===== src/sfapd_regs.svh =====
// bit positions, reset values, opcodes and size constants of the protect block
`ifndef SFAPD_REGS_SVH
`define SFAPD_REGS_SVH
`define SFAPD_POS_SPAN0 2
`define SFAPD_POS_SPAN2 4
`define SFAPD_POS_LOW_END 5
`define SFAPD_POS_SMALL 6
`define SFAPD_POS_QUAD 9
`define SFAPD_POS_INVERT 14
`define SFAPD_POS_SUSPEND 15
`define SFAPD_RST_QUAD 1'b1
`define SFAPD_RST_INVERT 1'b0
`define SFAPD_RST_SPAN 3'h0
`define SFAPD_RST_LOW_END 1'b0
`define SFAPD_RST_SMALL 1'b0
`define SFAPD_RST_SUSPEND 1'b0
`define SFAPD_OP_SUSPEND 8'h75
`define SFAPD_OP_RESUME 8'h7a
`define SFAPD_OP_PAGE_PROG 8'h02
`define SFAPD_OP_ERASE_4K 8'h20
`define SFAPD_OP_ERASE_32K 8'h52
`define SFAPD_OP_ERASE_64K 8'hd8
`define SFAPD_OP_CHIP_ERASE_A 8'h60
`define SFAPD_OP_CHIP_ERASE_B 8'hc7
`define SFAPD_ARRAY_LAST 24'h7fffff
`define SFAPD_LOG2_PAGE 5'h08
`define SFAPD_LOG2_4K 5'h0c
`define SFAPD_LOG2_32K 5'h0f
`define SFAPD_LOG2_64K 5'h10
`define SFAPD_LOG2_ARRAY 5'h17
`define SFAPD_LOG2_BLOCK_BASE 5'h10
`define SFAPD_LOG2_SECTOR_BASE 5'h0b
`define SFAPD_LOG2_SECTOR_MAX 5'h0f
`define SFAPD_SPAN_NONE 3'h0
`define SFAPD_SPAN_ALL 3'h7
`define SFAPD_SPAN_SECTOR_CAP 3'h4
`define SFAPD_PIN_IDLE 2'h3
`endif


===== src/sfapd_pkg.sv =====
// types and shared helpers of the flash array protect decoder
`include "sfapd_regs.svh"
package sfapd_pkg;
  typedef struct packed {
    logic small_granule_select;
    logic region_from_low_end;
    logic [2:0] protect_span;
    logic protect_invert;
  } sfapd_prot_type;

  typedef struct packed {
    logic present;
    logic [23:0] lo;
    logic [23:0] hi;
  } sfapd_range_type;

  typedef struct packed {
    logic [7:0] opcode;
    logic [23:0] addr;
  } sfapd_cmd_type;

  typedef enum logic [1:0] {
    sfapd_cls_other,
    sfapd_cls_modify,
    sfapd_cls_suspend,
    sfapd_cls_resume
  } sfapd_class_type;

  function automatic logic [23:0] sfapd_mask(input logic [4:0] lg);
    sfapd_mask = (24'h1 << lg) - 24'h1;
  endfunction : sfapd_mask
endpackage : sfapd_pkg


===== src/sfapd_range.sv =====
// combinational decode of the normal protected range from the span bits
module sfapd_range
  import sfapd_pkg::*;
(
  input wire sfapd_prot_type prot,
  output sfapd_range_type region
);
  logic [4:0] lg;
  logic [23:0] mask;

  always_comb begin
    if (prot.small_granule_select) begin
      // 10x and 110 both cap at the largest sector group
      if (prot.protect_span >= `SFAPD_SPAN_SECTOR_CAP) begin
        lg = `SFAPD_LOG2_SECTOR_MAX;
      end else begin
        lg = `SFAPD_LOG2_SECTOR_BASE + {2'h0, prot.protect_span};
      end
    end else begin
      lg = `SFAPD_LOG2_BLOCK_BASE + {2'h0, prot.protect_span};
    end
    mask = sfapd_mask(lg);
    region.present = (prot.protect_span != `SFAPD_SPAN_NONE); // [RULE_09]
    if (prot.protect_span == `SFAPD_SPAN_ALL) begin
      region.lo = 24'h000000; // [RULE_09]
      region.hi = `SFAPD_ARRAY_LAST;
    end else if (prot.region_from_low_end) begin
      region.lo = 24'h000000; // [RULE_07] [RULE_08]
      region.hi = mask;
    end else begin
      region.lo = `SFAPD_ARRAY_LAST & ~mask; // [RULE_07] [RULE_08]
      region.hi = `SFAPD_ARRAY_LAST;
    end
  end
endmodule : sfapd_range


===== src/sfapd_top.sv =====
// status bits, protect decode and command gating of the flash array
//
// Contract
// [RULE_01] quad enable bit, factory one, frees data pins
// [RULE_02] host avoids quad enable with tied pins
// [RULE_03] protect invert bit, default zero
// [RULE_04] invert swaps protected and unprotected ranges
// [RULE_05] suspend opcode sets suspend flag
// [RULE_06] resume opcode or power cycle clears flag
// [RULE_07] block granularity ranges double from top/bottom
// [RULE_08] sector granularity ranges 4KB to 32KB
// [RULE_09] span zero none, span seven all
// [RULE_10] inverted: zero all, seven none, complement
// [RULE_11] ignore program/erase touching protected location
// [RULE_12] span bits held at three status positions
// [RULE_13] top/bottom selector, zero means top
// [RULE_14] sector select, one means 4KB granules
// [RULE_15] check whole erase unit, chip erase too
// [RULE_16] protected region recomputed from current bits
module sfapd_top
  import sfapd_pkg::*;
(
  input wire logic sys_clk,
  input wire logic rst,
  input wire logic status_wr_valid,
  input wire logic [15:0] status_wr_data,
  input wire logic cmd_valid,
  input wire sfapd_cmd_type cmd,
  input wire logic [1:0] core_line_out,
  input wire logic [1:0] core_line_oe,
  input wire logic data_line_two_in,
  input wire logic data_line_three_in,
  output logic [15:0] status_value,
  output logic quad_lines_enable,
  output logic array_op_go,
  output logic array_op_blocked,
  output sfapd_range_type array_op_span,
  output logic data_line_two_out,
  output logic data_line_two_oe,
  output logic data_line_three_out,
  output logic data_line_three_oe,
  output logic [1:0] quad_lines_rx,
  output logic [1:0] legacy_pin_level
);
  // reset stands for the power cycle; nonvolatile bits return to factory
  // values, as there is no backing store in this block
  logic protect_invert;
  logic suspend_flag;
  logic small_granule_select;
  logic region_from_low_end;
  logic protect_span_bit2;
  logic protect_span_bit1;
  logic protect_span_bit0;
  logic [1:0] pin_meta;
  logic [1:0] pin_sync;
  sfapd_prot_type prot;
  sfapd_range_type region;
  sfapd_range_type target;
  sfapd_class_type cls;
  logic next_blocked;
  logic judged;

  // reads, status and id opcodes fall to other and are never judged
  function automatic sfapd_class_type classify(input logic [7:0] op);
    case (op)
      `SFAPD_OP_PAGE_PROG,
      `SFAPD_OP_ERASE_4K,
      `SFAPD_OP_ERASE_32K,
      `SFAPD_OP_ERASE_64K,
      `SFAPD_OP_CHIP_ERASE_A,
      `SFAPD_OP_CHIP_ERASE_B: classify = sfapd_cls_modify;
      `SFAPD_OP_SUSPEND: classify = sfapd_cls_suspend;
      `SFAPD_OP_RESUME: classify = sfapd_cls_resume;
      default: classify = sfapd_cls_other;
    endcase
  endfunction : classify

  function automatic logic [4:0] unit_log2(input logic [7:0] op);
    case (op)
      `SFAPD_OP_PAGE_PROG: unit_log2 = `SFAPD_LOG2_PAGE;
      `SFAPD_OP_ERASE_4K: unit_log2 = `SFAPD_LOG2_4K;
      `SFAPD_OP_ERASE_32K: unit_log2 = `SFAPD_LOG2_32K;
      `SFAPD_OP_ERASE_64K: unit_log2 = `SFAPD_LOG2_64K;
      default: unit_log2 = `SFAPD_LOG2_ARRAY;
    endcase
  endfunction : unit_log2

  // any shared address between the two spans
  function automatic logic spans_meet(input sfapd_range_type a,
                                      input sfapd_range_type b);
    spans_meet = a.present && b.present && a.lo <= b.hi && b.lo <= a.hi;
  endfunction : spans_meet

  // span b lies wholly inside span a
  function automatic logic span_holds(input sfapd_range_type a,
                                      input sfapd_range_type b);
    span_holds = a.present && b.present && b.lo >= a.lo && b.hi <= a.hi;
  endfunction : span_holds

  // live view of the protect bits, no pipeline stage in between
  assign prot.small_granule_select = small_granule_select;
  assign prot.region_from_low_end = region_from_low_end;
  assign prot.protect_span = {protect_span_bit2, protect_span_bit1,
                              protect_span_bit0};
  assign prot.protect_invert = protect_invert;

  sfapd_range u_range (
    .prot(prot), // [RULE_16]
    .region(region)
  );

  assign cls = classify(cmd.opcode);
  assign judged = cmd_valid && cls == sfapd_cls_modify;

  // a page program is judged over its whole page, the safe reading
  // address bit 23 lies past the 8MB array and is dropped
  always_comb begin
    logic [23:0] mask;
    mask = sfapd_mask(unit_log2(cmd.opcode));
    target.present = 1'b1;
    target.lo = {1'b0, cmd.addr[22:0]} & ~mask; // [RULE_15]
    target.hi = ({1'b0, cmd.addr[22:0]} & ~mask) | mask; // [RULE_15]
  end

  always_comb begin
    if (protect_invert) begin
      // protected set is outside the range; empty range protects all
      next_blocked = !span_holds(region, target); // [RULE_04] [RULE_10]
    end else begin
      next_blocked = spans_meet(region, target); // [RULE_11]
    end
  end

  always_ff @(posedge sys_clk) begin
    if (rst) begin
      quad_lines_enable <= `SFAPD_RST_QUAD; // [RULE_01]
      protect_invert <= `SFAPD_RST_INVERT; // [RULE_03]
      small_granule_select <= `SFAPD_RST_SMALL; // [RULE_14]
      region_from_low_end <= `SFAPD_RST_LOW_END; // [RULE_13]
      {protect_span_bit2, protect_span_bit1, protect_span_bit0} <=
        `SFAPD_RST_SPAN; // [RULE_12]
    end else if (status_wr_valid) begin
      quad_lines_enable <= status_wr_data[`SFAPD_POS_QUAD]; // [RULE_01]
      protect_invert <= status_wr_data[`SFAPD_POS_INVERT]; // [RULE_03]
      small_granule_select <= status_wr_data[`SFAPD_POS_SMALL]; // [RULE_14]
      region_from_low_end <= status_wr_data[`SFAPD_POS_LOW_END]; // [RULE_13]
      {protect_span_bit2, protect_span_bit1, protect_span_bit0} <=
        status_wr_data[`SFAPD_POS_SPAN2:`SFAPD_POS_SPAN0]; // [RULE_12]
    end
  end

  // suspend flag is read only: status writes never touch it
  always_ff @(posedge sys_clk) begin
    if (rst) begin
      suspend_flag <= `SFAPD_RST_SUSPEND; // [RULE_06]
    end else if (cmd_valid && cls == sfapd_cls_suspend) begin
      suspend_flag <= 1'b1; // [RULE_05]
    end else if (cmd_valid && cls == sfapd_cls_resume) begin
      suspend_flag <= 1'b0; // [RULE_06]
    end
  end

  // verdict pulses one cycle; the span holds for the host to inspect
  always_ff @(posedge sys_clk) begin
    if (rst) begin
      array_op_go <= 1'b0;
      array_op_blocked <= 1'b0;
      array_op_span <= '0;
    end else begin
      array_op_go <= judged && !next_blocked; // [RULE_11]
      array_op_blocked <= judged && next_blocked; // [RULE_11]
      if (judged) begin
        array_op_span <= target;
      end
    end
  end

  // status word is registered, so it reads one edge behind a write
  always_ff @(posedge sys_clk) begin
    if (rst) begin
      status_value <= 16'h0000;
    end else begin
      status_value <= 16'h0000;
      status_value[`SFAPD_POS_SPAN2:`SFAPD_POS_SPAN0] <= prot.protect_span;
      status_value[`SFAPD_POS_LOW_END] <= region_from_low_end;
      status_value[`SFAPD_POS_SMALL] <= small_granule_select;
      status_value[`SFAPD_POS_QUAD] <= quad_lines_enable;
      status_value[`SFAPD_POS_INVERT] <= protect_invert;
      status_value[`SFAPD_POS_SUSPEND] <= suspend_flag;
    end
  end

  // pin inputs come from outside; two flops before anything reads them
  always_ff @(posedge sys_clk) begin
    if (rst) begin
      pin_meta <= `SFAPD_PIN_IDLE;
      pin_sync <= `SFAPD_PIN_IDLE;
    end else begin
      pin_meta <= {data_line_three_in, data_line_two_in};
      pin_sync <= pin_meta;
    end
  end

  // drive only in quad mode, so a pin tied to a rail is never fought
  always_ff @(posedge sys_clk) begin
    if (rst) begin
      data_line_two_out <= 1'b0;
      data_line_two_oe <= 1'b0;
      data_line_three_out <= 1'b0;
      data_line_three_oe <= 1'b0;
    end else begin
      data_line_two_out <= core_line_out[0];
      data_line_two_oe <= quad_lines_enable && core_line_oe[0]; // [RULE_01]
      data_line_three_out <= core_line_out[1];
      data_line_three_oe <= quad_lines_enable && core_line_oe[1]; // [RULE_01]
    end
  end

  // receive side: quad data or legacy pin levels, never both at once
  always_ff @(posedge sys_clk) begin
    if (rst) begin
      quad_lines_rx <= 2'h0;
      legacy_pin_level <= `SFAPD_PIN_IDLE;
    end else begin
      quad_lines_rx <= quad_lines_enable ? pin_sync : 2'h0; // [RULE_01]
      legacy_pin_level <= quad_lines_enable ? `SFAPD_PIN_IDLE : pin_sync;
    end
  end
endmodule : sfapd_top


===== config.mk =====
export PLATFORM = sky130hd
export DESIGN_NAME = sfapd_top
export DESIGN_NICKNAME = d
export VERILOG_FILES = /design/src/sfapd_pkg.sv /design/src/sfapd_range.sv /design/src/sfapd_top.sv
export VERILOG_INCLUDE_DIRS = /design/src
export SDC_FILE = /design/constraint.sdc
export NUM_CORES = 1
export LEC_CHECK = 0
export BUFFER_PORTS_ARGS = -buffer_cell sky130_fd_sc_hd__buf_2
export CORE_MARGIN = 5
export CORE_UTILIZATION = 46
export CTS_CLUSTER_SIZE = 25
export DETAILED_ROUTE_END_ITERATION = 10
export PLACE_DENSITY = 0.82
export SLEW_MARGIN = 20
export SYNTH_ARGS = -nofsm -noshare
export SYNTH_HDL_FRONTEND = slang
export SYNTH_SLANG_ARGS = --single-unit

===== constraint.sdc =====
create_clock -name sys_clk -period 3.3 [get_ports sys_clk]
set_input_delay 0.33 -clock sys_clk [delete_from_list [all_inputs] [get_ports sys_clk]]
set_output_delay 0.33 -clock sys_clk [all_outputs]
set_load 0.05 [all_outputs]

## Word-level counts from Yosys, hierarchy flattened

Cells that the tools add are included.

- Flip-flop bits (word level): 87
- Input port bits: 58
- Output and inout port bits: 76
- Logic and storage cells: 78

- Add/sub/neg operators: 4
- $lt $le $gt $ge: 5
- Equal/unequal tests: 12
- Shifts and indexed selects: 2
- Muxes and demuxes: 9
- Bitwise logic cells: 5
- Reductions and logical operators: 18

Operators with widths:

| cell | count |
|---|---|
| <= comparator 24 bit | 3 |
| two-way mux 48 bit | 1 |
| left shift 1 x 5 -> 24 bit (first input constant) | 2 |
| subtractor 24 x 1 -> 24 bit (second input constant) | 2 |
| two-way mux 47 bit | 1 |
| equality test 8 x 7 -> 1 bit (second input constant) | 4 |
| AND 23 x 24 -> 24 bit | 1 |
| greater-or-equal comparator 24 bit | 1 |
| inverter 24 bit | 1 |
| bitwise OR 24 bit | 1 |
| inverter 23 bit | 1 |
| case mux 5 bit (4 select lines) | 1 |
| equality test 8 bit (second input constant) | 2 |
| logical AND 1 bit | 11 |
| two-way mux 5 bit | 2 |
| equality test 8 x 2 -> 1 bit (second input constant) | 1 |
| equality test 8 x 6 -> 1 bit (second input constant) | 1 |
| case mux 2 bit (3 select lines) | 1 |
| OR reduction 6 bit | 1 |
| adder 4 x 3 -> 5 bit (first input constant) | 1 |
| adder 5 x 3 -> 5 bit (first input constant) | 1 |
| equality test 2 bit (second input constant) | 2 |
| OR reduction 2 bit | 2 |
| equality test 3 bit (second input constant) | 1 |
| other kinds (7) | 10 |

## Longest topological paths before layout

Gate-level depths: netlist of run 1.

- Depth after elaboration: 15
- Mapped depth: 21
- Depth with buffers taken out: 20

## Cells and area by module

A second synthesis of run 1 with hierarchy kept.

- Cells, all modules: 761
- Area total of the unflattened synthesis: 6073.3 sq um

Modules (own cells, without submodules):

| module | times used | cells each | area each (sq um) | seq. area each (sq um) |
|---|---|---|---|---|
| sfapd_top | 1 | 636 | 5282.6 | 1561.5 |
| sfapd_range | 1 | 125 | 790.8 | 0.0 |

## Least setup slack after synthesis of run 1

OpenSTA, ideal clock, no wires.

- Path type: register to register
- From: reg protect_span_bit1
- To: reg array_op_go
- Library setup time: 129 ps
- Data arrival time: 3295 ps
- Required time: 3171 ps
- Slack: -124 ps
- Stages on the path, launching flop included: 20
- Path buffers: 1
- Cell sequence: dfxtp_1 > clkbuf_1 > inv_1 > ha_1 > inv_1 > ha_1 > nand2b_1 > nor2_1 > o21ai_0 > o21ai_0 > or2_2 > inv_1 > ha_1 > o21ai_0 > nor2_1 > a211o_1 > o31ai_1 > a31oi_1 > o221a_2 > nor3b_1

- Longest elaborated chain between the ends: 15
- Elaborated cells between the ends (all ways): 24

RTL lines:

| what | line | source |
|---|---|---|
| start, declared | sfapd_top.sv:52 | `logic protect_span_bit1;` |
| start signal, assigned | sfapd_top.sv:140 | `{protect_span_bit2, protect_span_bit1, protect_span_bit0} <=` |
| start signal, assigned | sfapd_top.sv:147 | `{protect_span_bit2, protect_span_bit1, protect_span_bit0} <=` |
| adder 4 x 3 -> 5 bit (no line) or greater-or-equal comparator 3 bit (tied branches) | n/a |  |
| two-way mux 5 bit | sfapd_range.sv:14 | `` if (prot.protect_span >= `SFAPD_SPAN_SECTOR_CAP) begin `` |
| two-way mux 5 bit | sfapd_range.sv:12 | `if (prot.small_granule_select) begin` |
| left shift 1 x 5 -> 24 bit | sfapd_pkg.sv:30 | `sfapd_mask = (24'h1 << lg) - 24'h1;` |
| subtractor 24 x 1 -> 24 bit | sfapd_pkg.sv:30 |  |
| inverter 23 bit | sfapd_range.sv:31 | `` region.lo = `SFAPD_ARRAY_LAST & ~mask; `` |
| two-way mux 47 bit | sfapd_range.sv:27 | `end else if (prot.region_from_low_end) begin` |
| two-way mux 48 bit | sfapd_range.sv:24 | `` if (prot.protect_span == `SFAPD_SPAN_ALL) begin `` |
| greater-or-equal comparator 24 bit | sfapd_top.sv:97 | `span_holds = a.present && b.present && b.lo >= a.lo && b.hi <= a.hi;` |
| logical AND 1 bit (2 in series) | sfapd_top.sv:97 |  |
| zero test 1 bit | sfapd_top.sv:128 | `next_blocked = !span_holds(region, target);` |
| two-way mux 1 bit * | sfapd_top.sv:126 | `if (protect_invert) begin` |
| zero test 1 bit * | sfapd_top.sv:170 | `array_op_go <= judged && !next_blocked;` |
| logical AND 1 bit * | sfapd_top.sv:170 |  |
| end signal, assigned | sfapd_top.sv:170 |  |
| end, declared | sfapd_top.sv:35 | `output logic array_op_go,` |

Mark *: on every way between the ends. The rest lies on a longest branch, timed or not.
A chain may end at the register's enable or synchronous reset.

## Worst setup path after layout of run 1

- From: reg protect_span_bit0
- To: reg array_op_go

- Longest elaborated chain between the ends: 15
- Elaborated cells between the ends (all ways): 24

RTL lines:

| what | line | source |
|---|---|---|
| start, declared | sfapd_top.sv:53 | `logic protect_span_bit0;` |
| start signal, assigned | sfapd_top.sv:140 |  |
| start signal, assigned | sfapd_top.sv:147 |  |
| adder 4 x 3 -> 5 bit (no line) or greater-or-equal comparator 3 bit (tied branches) | n/a |  |
| two-way mux 5 bit | sfapd_range.sv:14 |  |
| two-way mux 5 bit | sfapd_range.sv:12 |  |
| left shift 1 x 5 -> 24 bit | sfapd_pkg.sv:30 |  |
| subtractor 24 x 1 -> 24 bit | sfapd_pkg.sv:30 |  |
| inverter 23 bit | sfapd_range.sv:31 |  |
| two-way mux 47 bit | sfapd_range.sv:27 |  |
| two-way mux 48 bit | sfapd_range.sv:24 |  |
| greater-or-equal comparator 24 bit | sfapd_top.sv:97 |  |
| logical AND 1 bit (2 in series) | sfapd_top.sv:97 |  |
| zero test 1 bit | sfapd_top.sv:128 |  |
| two-way mux 1 bit * | sfapd_top.sv:126 |  |
| zero test 1 bit * | sfapd_top.sv:170 |  |
| logical AND 1 bit * | sfapd_top.sv:170 |  |

Marks and branches as above.

==> impl_metrics.csv, run 1 <==
group,metric,value,unit
outcome,status,"completed",
logic_synthesis,synth_edf_count,0,
grt,overflow,0,
logic_synthesis,yosys.area_share.simple,0.2480,
floorplanning,start_util,0.4710,
logic_synthesis,netlist_instances,712,
route,wl_per_cell,14.63,µm
grt,grt_pass1_vias,5545,
power_and_ir_drop,p_switching,0.0007913,W
route,routed_wl,16100,µm
placed_design,gp_congestion,0.9466,
logic_synthesis,synth_cell_types,56,
sta,max_freq,311.6,MHz
placed_design,port-buffer-count,108,
layout,nNetsFinal,1084,
power_and_ir_drop,switching_share,0.2952,
hold_path,holdCritPathClass,"in2reg",
power_and_ir_drop,peakVddDrop,236.7,µV
cts,clockRootBuffer,"clkbuf_16",
sta,finClkSkew,0.004560,ns
layout,utilization,0.6221,
floorplanning,ios,134,
cts,tritoncts,"done",
logic_synthesis,yosys.area.top_type_share,0.2749,
route,via_per_inst,5.169,
power_and_ir_drop,powerDensity,357.2,nW/µm²
floorplanning,die_h,121.1,µm
worst_setup_path,critPathMaxFanout,4,
sta,setup_viol,0,
placed_design,hpwl,12750,µm
grt,grt_max_degree,60,
sta,worstMarginPinSlew,0.6283,ns
layout,final_layout_size_suffix_gt1_frac,0.2725,
worst_setup_path,crit_required,3.50,ns
logic_synthesis,avgSynthCellArea,7.978,µm²
power_and_ir_drop,power.leakage,3.849,nW
floorplanning,fp.dieArea,14670,µm²
sta,tns,0,ns
worst_setup_path,cp.arrival,3.41,ns
logic_synthesis,synth_top_family_by_area,"simple AND/OR/NAND/NOR gates",
route,drtPass1Iterations,6,
flow_run,drv_cap,0,
layout,synthToLayoutAreaGrowth,32.09,%
logic_synthesis,synth_seq_cells,78,
logic_synthesis,ys_top_cells_by_area,"dfxtp_1 (27%), ha_1 (22%), nor2_1 (5.9%)",
sta,drv_slew,0,
logic_synthesis,yosys.area_share.adder,0.2181,
sta,fin_crit,3.209,ns
logic_synthesis,ys_warn_count,0,
floorplanning,die_w,121.1,µm
cts,clk_pin_slew_worst_paths,0.06,ns
worst_setup_path,critPathKind,"reg2reg",
grt,gr-usage-all-layers,0.2135,
placed_design,place_area,7030,µm²
route,post-route-drc-count,0,
route,ant_nets,0,
logic_synthesis,ys.flop_type,"dfxtp_1",
sta,slew_headroom,0.5799,
logic_synthesis,synth_top_area_cell,"dfxtp_1",
logic_synthesis,async_flop_share,0,
logic_synthesis,synth-compound-area-share,0.1676,
power_and_ir_drop,power.total,0.002680,W
grt,antenna_found_initial,0,
logic_synthesis,synthMuxAreaShare,0.01586,
logic_synthesis,synth_seq_area_share,0.2749,
grt,grt_pass1_wl,25630,µm
worst_setup_path,crit_path_end_kind,"flop",
power_and_ir_drop,internal_power,0.001889,W
cts,htree_num_levels,3,
power_and_ir_drop,p_seq_frac,0.363,
logic_synthesis,synth-xor-area-share,0.006167,
floorplanning,design.core.area,12060,µm²
layout,diodes,0,
cts,cts_made_buffers,9,
cts,cts_max_path_buffers,2,
power_and_ir_drop,comb_power_share,0.234,
floorplanning,rows,40,
cts,clock_sinks,78,
cts,clk_latency,0.34,ns
layout,fillers,947,
layout,stdcell_area,7503,µm²
worst_setup_path,worstSetupStartpointType,"flop",
sta,finalHoldViolCount,0,
sta,period_share,0.9724,
route,drtIter0Drc,516,
route,routed-via-count,5686,
logic_synthesis,synthesis.area,5680,µm²
power_and_ir_drop,pwr-share-clk,0.403,
## cell usage in the layout, fill, tap and decap left out, drive strengths merged, types with 4 or more instances in the layout
cell     instances
a211o            5
nor3            13
o21a             5
nand3            9
nand2           78
or2             10
nand2b           9
clkbuf           9
a21o             5
inv             51
a21oi           52
mux2i            9
o2111ai          4
dfxtp           78
nor4             5
nand4           15
ha              99
o21ai           28
nor2b           17
and3            10
nor2            90
and2            26
conb            54
a211oi          27
buf            186
## worst max-delay path, stage by stage (launching register included)
cell	delay [ns]
dfxtp_2	0.33
inv_2	0.08
ha_2	0.18
inv_2	0.04
ha_4	0.15
inv_1	0.09
nand2_2	0.10
o21ai_1	0.16
o21ai_1	0.11
or2_4	0.26
inv_1	0.06
ha_1	0.23
o21ai_1	0.12
nor2_1	0.05
a211o_1	0.27
o31ai_2	0.27
a31oi_1	0.12
o221a_2	0.30
nor3b_2	0.15
## routing by layer
layer,track usage,share of wire,up-vias,wire (µm)
met4,0.07720,0.027,0,430
met2,0.3654,0.47,205,7600
met1,0.2677,0.42,2566,6709
li1,-,-,2867,-
met5,0,0,-,0
met3,0.03823,0.084,48,1358
## synthesized netlist by cell type (10+ instances only)
library cell and number:
nand4_1 15, and3_1 10, clkbuf_1 15, ha_1 99
a211oi_1 27, buf_4 10, a21oi_1 52, or2_2 10
o21ai_0 27, dfxtp_1 78, nor3_1 12, nor2_1 89
inv_1 47, nor2b_1 17, and2_1 26, nand2_1 78
## worst paths after layout
kind | slack [ns] | depth (start not counted) | to | startpoint
worst min register to register | 0.41 | 1 | pin_sync[1] | pin_meta[1]
worst max-delay path | 0.09 | 18 | array_op_go | protect_span_bit0
worst max register to register | 0.09 | 18 | array_op_go | protect_span_bit0
worst min-delay path | 0.18 | 2 | pin_meta[0] | data_line_two_in
## power groups by stage
stage | Clock (W) | Sequential (W) | Combinational [W]
2_1_floorplan | 0 | 0.00104 | 0.000347
3_3_place_gp | 0 | 0.000994 | 0.000549
3_5_place_dp | 0 | 0.000994 | 0.000559
4_1_cts | 0.00109 | 0.000973 | 0.000569
5_1_grt | 0.00113 | 0.000976 | 0.000691
6_report | 0.00108 | 0.000974 | 0.000627
## flip-flops by register name (all words and copies together) (netlist names)
register,count
region_from_low_end,1
array_op_blocked,1
protect_invert,1
suspend_flag,1
pin_meta,2
protect_span_bit2,1
status_value,8
data_line_two_oe,1
protect_span_bit0,1
small_granule_select,1
data_line_two_out,1
quad_lines_rx,2
pin_sync,2
quad_lines_enable,1
data_line_three_out,1
protect_span_bit1,1
array_op_go,1
legacy_pin_level,2
data_line_three_oe,1
array_op_span,48
## kinds of logic (layout without fill, tap and decap cells)
family                     after synthesis  count (layout)
muxes                                    9               9
buffers and inverters                   81             249
adders and majority gates               99              99
AOI/OAI and AO/OA                      147             147
DFF                                     78              78
xor gates and xnor gates                 4               4
other                                    2              54
and+or+nand+nor                        292             292
## per-stage QoR
stage,setup slack [ns],std cells,hold slack (ns)
floorplan,0.05822,764,0.3895
global placement,-0.1602,1080,0.3912
detailed placement,-0.1702,1081,0.3954
CTS,0.01733,1097,0.1753
global route,-0.03706,1100,0.1838
finish,0.09119,1100,0.1797
## what timing repair did
action / 4_1_cts / 5_1_grt
endpoints found under the setup margin: 2 / 2
setup buffers: 0 / 3
hold buffers: 0 / 0
pin swaps: 6 / 15
resized for setup: 7 / 38
## final cells by class
class / instances / area, µm² / area share
multi-input combinational: 605 / 4060 / 0.5411
sequential: 78 / 1565 / 0.2086
timing repair buffer: 186 / 1164 / 0.1551
clock buffer: 9 / 225.2 / 0.03001
tap: 168 / 210.2 / 0.02801
inverter: 47 / 176.4 / 0.02351
clock inverter: 7 / 102.6 / 0.01367
No activity file was read; power rests on OpenSTA's default activity.
==> run 2: changes to the inputs <==
--- a/config.mk
+++ b/config.mk
@@ -8,10 +8,10 @@
 export LEC_CHECK = 0
 export BUFFER_PORTS_ARGS = -buffer_cell sky130_fd_sc_hd__buf_2
 export CORE_MARGIN = 5
-export CORE_UTILIZATION = 46
+export CORE_UTILIZATION = 40
 export CTS_CLUSTER_SIZE = 25
 export DETAILED_ROUTE_END_ITERATION = 10
-export PLACE_DENSITY = 0.82
+export PLACE_DENSITY = 0.74
 export SLEW_MARGIN = 20
 export SYNTH_ARGS = -nofsm -noshare
 export SYNTH_HDL_FRONTEND = slang
==> constraint.sdc (replaced) <==
create_clock -name sys_clk -period 3.3 [get_ports sys_clk]
set_input_delay 0.33 -clock sys_clk [delete_from_list [all_inputs] [get_ports sys_clk]]
set_output_delay 0.33 -clock sys_clk [all_outputs]
set_load 0.01 [all_outputs]
==> impl_metrics.csv, run 2 (same netlist as run 1, synthesis figures left out) <==
group,metric,value,unit
worst_setup_path,crit_path_end_kind,"flop",
placed_design,port-buffer-count,108,
sta,grt_setup_unrepaired,"no",
worst_setup_path,slowest_delay,0.33,ns
floorplanning,ios,134,
grt,overflow,0,
cts,cts_made_buffers,9,
route,wl_per_cell,13.98,µm
cts,clk_pin_slew_worst_paths,0.07,ns
layout,mostFrequentLayoutCells,"buf_2 (108), ha_1 (96), nor2_1 (88)",
worst_setup_path,worstSetupStartpointType,"flop",
layout,biggestRegsByFlops,"array_op_span x48, status_value x8",
grt,grt_max_degree,42,
grt,grt_pass1_vias,5195,
layout,final_common_cell,"buf_2",
floorplanning,start_util,0.4092,
layout,regMostFlops,"array_op_span",
grt,grtUsageMet3,0.03339,
cts,tritoncts,"done",
sta,finalHoldViolCount,0,
worst_setup_path,critPathKind,"reg2reg",
route,drtIter0Drc,308,
worst_setup_path,critPathLaunch,"protect_span_bit0",
route,routed_wl,15570,µm
placed_design,hpwl,13000,µm
floorplanning,fp.dieArea,16680,µm²
worst_setup_path,crit_slowest_cell,"dfxtp_2",
floorplanning,rows,43,
cts,clk_latency,0.34,ns
grt,gr-usage-all-layers,0.1836,
layout,nNetsFinal,1086,
sta,fin_crit,3.152,ns
sta,finClkSkew,0.01059,ns
hold_path,worstHoldStart,"data_line_two_in",
cts,clockRootBuffer,"clkbuf_16",
grt,grt_pass1_wl,24560,µm
layout,multiInputGateArea,4070,µm²
worst_setup_path,cp.arrival,3.34,ns
worst_setup_path,reg2reg_from,"protect_span_bit0",
grt,busiest_layer,"met2",
route,ant_nets,0,
power_and_ir_drop,peakVddDrop,239.4,µV
power_and_ir_drop,power.leakage,3.831,nW
sta,timing.hold.ws,0.1689,ns
cts,htree_num_levels,3,
floorplanning,die_w,129.2,µm
layout,largest_reg_flops,48,
power_and_ir_drop,power.total,0.002540,W
layout,fillers,1262,
sta,worstMarginPinSlew,0.7565,ns
sta,period_share,0.9552,
flow_run,drv_cap,0,
hold_path,holdCritPathClass,"in2reg",
route,routed-via-count,5534,
power_and_ir_drop,powerDensity,339.1,nW/µm²
worst_setup_path,critPathMaxFanout,5,
layout,diodes,0,
sta,slew_headroom,0.4957,
cts,clock_sinks,78,
worst_setup_path,path_cells,"inv_2, ha_4, inv_2, ha_4, buf_6, a21oi_2, o22ai_2, or2_4, inv_1, ha_1, a211oi_2, nor2_1, a211o_1, o31ai_2, a31oi_1, o221a_2, nor3b_2",
grt,use_met1,0.2320,
outcome,status,"completed",
layout,final-seq-area,1564,µm²
route,post-route-drc-count,0,
worst_setup_path,crit_required,3.49,ns
floorplanning,die_h,129.2,µm
route,drtPass1Iterations,4,
grt,antenna_found_initial,0,
route,via_per_inst,4.968,
cts,cts_max_path_buffers,2,
floorplanning,design.core.area,13880,µm²
sta,drv_slew,0,
layout,synthToLayoutAreaGrowth,31.85,%
sta,setup_viol,0,
sta,max_freq,317.3,MHz
placed_design,gp_congestion,0.9584,
sta,tns,0,ns
grt,met2_usage,0.3165,
layout,final_layout_size_suffix_gt1_frac,0.2698,
==> run 2: cell types whose count changed in the layout (fill, tap and decap cells not counted), sizes merged <==
cell / before / now
buf: 186 / 188
clkinvlp: 0 / 1
inv: 51 / 50
clkinv: 1 / 2
bufinv: 2 / 1
==> run 2: power by group <==
group	switching (W)	internal, W	total [W]
clock	0.000413	0.000596	0.00101
sequential	0.0000113	0.000963	0.000974
combinational	0.000307	0.000249	0.000556
total	0.000732	0.00181	0.00254
==> run 2: worst paths after layout <==
check / endpoint / cells past startpoint / slack, ns
setup / recovery: array_op_go / 17 / 0.15
hold / removal: pin_meta[0] / 2 / 0.17
setup reg to reg: array_op_go / 17 / 0.15
hold reg to reg: pin_sync[1] / 1 / 0.41
==> run 2: critical path, delay by kind of cell (launching register included) <==
family                   cells  cell delay [ns]
AO/OA/AOI/OAI                7             1.44
adder cells (fa/ha/maj)      3             0.58
buffers and inverters        4             0.28
flip-flops                   1             0.33
AND/OR/NAND/NOR              3             0.37
==> run 2: metrics by stage <==
step / setup WS, ns / util / instance area, µm² / cells
2_1_floorplan: 0.05822 / - / 5898 / 764
3_3_place_gp: -0.08093 / 0.5059 / 7023 / 1095
3_5_place_dp: -0.1022 / 0.5059 / 7023 / 1095
4_1_cts: 0.001128 / 0.5286 / 7337 / 1111
5_1_grt: 0.005298 / 0.5396 / 7490 / 1114
6_report: 0.1480 / 0.5396 / 7490 / 1114
==> run 2: cell type report <==
class / count / area share
clock inverter: 7 / 0.01069
sequential: 78 / 0.2088
tap: 180 / 0.03007
inverter: 47 / 0.02355
timing repair buffer: 188 / 0.1534
multi-input combinational: 605 / 0.5434
clock buffer: 9 / 0.03007
==> run 2: timing repair <==
item,CTS,global route
gates resized for setup,6,40
pin swaps,3,11
gates cloned,0,0
hold buffers,0,0
endpoints found under the setup margin,2,2
buffers inserted,0,3
==> run 2: per-layer routing <==
layer,wire length [µm],vias up
met3,948,21
met5,0,-
met1,6932,2513
li1,-,2870
met2,7425,130
met4,262,0
==> run 3: changes to the inputs <==
--- a/config.mk
+++ b/config.mk
@@ -7,11 +7,14 @@
 export NUM_CORES = 1
 export LEC_CHECK = 0
 export BUFFER_PORTS_ARGS = -buffer_cell sky130_fd_sc_hd__buf_2
+export CELL_PAD_IN_SITES_DETAIL_PLACEMENT = 1
+export CELL_PAD_IN_SITES_GLOBAL_PLACEMENT = 1
 export CORE_MARGIN = 5
-export CORE_UTILIZATION = 40
+export CORE_UTILIZATION = 36
 export CTS_CLUSTER_SIZE = 25
 export DETAILED_ROUTE_END_ITERATION = 10
-export PLACE_DENSITY = 0.74
+export PLACE_DENSITY = 0.86
+export REMOVE_ABC_BUFFERS = 1
 export SLEW_MARGIN = 20
 export SYNTH_ARGS = -nofsm -noshare
 export SYNTH_HDL_FRONTEND = slang
==> impl_metrics.csv, run 3 (same netlist as run 1, synthesis figures left out) <==
group,metric,value,unit
outcome,status,"finished, violations left",
outcome,violations,"setup timing",
floorplanning,start_util,0.3629,
worst_setup_path,critPathKind,"reg2reg",
floorplanning,rows,46,
route,via_per_inst,5.239,
layout,final_common_cell,"buf_2",
sta,slew_headroom,0.5009,
floorplanning,ios,134,
layout,mostFrequentLayoutCells,"buf_2 (108), ha_1 (95), nor2_1 (87)",
sta,drv_slew,0,
worst_setup_path,crit_top_cell,"buf_4",
floorplanning,design.core.area,15660,µm²
power_and_ir_drop,powerDensity,354.1,nW/µm²
route,routed-via-count,6046,
power_and_ir_drop,power.total,0.002709,W
grt,grt_pass1_vias,6251,
power_and_ir_drop,power.leakage,3.892,nW
placed_design,hpwl,15530,µm
placed_design,port-buffer-count,108,
cts,clk_latency,0.35,ns
worst_setup_path,crit_path_end_kind,"flop",
layout,regMostFlops,"array_op_span",
worst_setup_path,reg2reg_setup_slack,-0.03,ns
worst_setup_path,reg2reg_depth,16,
cts,clk_pin_slew_worst_paths,0.07,ns
worst_setup_path,crit_family,"simple AND/OR/NAND/NOR gates",
floorplanning,die_w,135.6,µm
cts,cts_made_buffers,9,
grt,grt_max_degree,60,
hold_path,worstHoldStart,"data_line_two_in",
hold_path,min_path_cells,2,
flow_run,drv_cap,0,
route,post-route-drc-count,0,
worst_setup_path,timing.rr.end,"array_op_go",
sta,max_freq,300.2,MHz
power_and_ir_drop,peakVddDrop,232.4,µV
worst_setup_path,crit_required,3.56,ns
layout,nNetsFinal,1090,
layout,synthToLayoutAreaGrowth,34.67,%
route,drtPass1Iterations,5,
worst_setup_path,crit_slowest_cell,"dfxtp_2",
route,drtIter0Drc,354,
layout,final_layout_size_suffix_gt1_frac,0.2857,
floorplanning,die_h,135.6,µm
cts,tritoncts,"done",
hold_path,hold_end,"pin_meta[0]",
sta,timing.hold.ws,0.1662,ns
sta,finalHoldViolCount,0,
layout,largest_reg_flops,48,
sta,setup_viol,1,
sta,finClkSkew,0.003898,ns
worst_setup_path,cp.arrival,3.59,ns
layout,diodes,0,
grt,grt_pass1_wl,31500,µm
cts,cts_max_path_buffers,2,
worst_setup_path,worstSetupStartpointType,"flop",
worst_setup_path,path_cells,"buf_4, ha_1, nand2_2, nand2_1, buf_4, nor4_1, buf_4, ha_1, nand2_1, nor3_2, buf_4, o311ai_1, o2111ai_1, a21oi_1, o221a_2, nor3b_4",
hold_path,holdCritPathClass,"in2reg",
worst_setup_path,reg2reg_from,"protect_span_bit0",
grt,gr-usage-all-layers,0.2155,
worst_setup_path,slowest_delay,0.33,ns
sta,period_share,1.010,
cts,htree_num_levels,3,
worst_setup_path,cp_num_buf_inv,4,
grt,antenna_found_initial,0,
cts,clock_sinks,78,
floorplanning,fp.dieArea,18390,µm²
sta,worst_slack,-0.03140,ns
route,ant_nets,0,
cts,clockRootBuffer,"clkbuf_16",
placed_design,gp_congestion,0.8927,
route,wl_per_cell,18.36,µm
layout,biggestRegsByFlops,"array_op_span x48, status_value x8",
route,routed_wl,21190,µm
sta,fin_crit,3.331,ns
worst_setup_path,critPathMaxFanout,12,
sta,worstMarginPinSlew,0.7466,ns
grt,overflow,0,
==> run 3: changes by cell type in the layout (fill, tap and decap cells not counted), sizes merged <==
cell,change
bufinv,+1
buf,+4
clkinvlp,-1
clkinv,-1
inv,+1
==> run 3: worst register-to-register path, stage by stage (launching register included) <==
cell	delay (ns)
dfxtp_2	0.33
buf_4	0.19
ha_1	0.23
nand2_2	0.13
nand2_1	0.23
buf_4	0.25
nor4_1	0.28
buf_4	0.19
ha_1	0.24
nand2_1	0.11
nor3_2	0.05
buf_4	0.15
o311ai_1	0.08
o2111ai_1	0.16
a21oi_1	0.18
o221a_2	0.25
nor3b_4	0.20
==> run 3: through the flow <==
stage | worst slack, ns | utilization | instance area, µm² | setup TNS (ns) | cells
finish | -0.03140 | 0.4887 | 7650 | -0.03140 | 1154
floorplan | -0.1006 | - | 5665 | -0.1250 | 730
CTS | 0.0008233 | 0.4772 | 7471 | 0 | 1151
global route | -0.07219 | 0.4887 | 7650 | -0.1085 | 1154
global placement | -0.1526 | 0.4534 | 7098 | -0.2269 | 1135
detailed placement | -0.2047 | 0.4534 | 7098 | -0.3398 | 1135
==> run 3: metal layers <==
metal / GRT usage / share of wire / vias to the layer above
li1: - / - / 2872
met1: 0.2456 / 0.40 / 2913
met2: 0.3955 / 0.51 / 198
met3: 0.04272 / 0.050 / 63
met4: 0.08063 / 0.039 / 0
met5: 0 / 0 / -
==> run 3: worst max-delay path by stage <==
| stage | slack, ns | from | depth (start not counted) | endpoint |
|---|---|---|---|---|
| detailed placement | -0.20 | cmd[31] | 13 | array_op_go |
| floorplan | -0.10 | protect_span_bit0 | 18 | array_op_go |
| global route | -0.07 | protect_span_bit0 | 16 | array_op_go |
| finish | -0.03 | protect_span_bit0 | 16 | array_op_go |
| global placement | -0.15 | cmd[31] | 15 | array_op_go |
| CTS | 0.0008 | protect_span_bit0 | 18 | array_op_go |
==> run 3: layout make-up <==
class / count / area (µm²)
clock buffers: 9 / 225.2
clock inverters: 7 / 102.6
multi-input cells: 605 / 4126
inverters: 47 / 176.4
flip-flops and latches: 78 / 1565
well taps: 216 / 270.3
repair buffers: 192 / 1184
fillers: 1973 / 8005
==> run 3: where the power goes <==
part           internal, W  switching, W  total, W  leakage (nW)
clock             0.000675      0.000440   0.00111         0.163
sequential        0.000963     0.0000122  0.000975         0.635
combinational     0.000264      0.000356  0.000619          3.09
==> run 3: what timing repair did <==
action	in CTS	in global routing
hold buffers	0	0
gates resized for setup	14	43
cloned	0	0
setup buffers	0	3
pin swaps	4	17
endpoints found under the setup margin	2	2
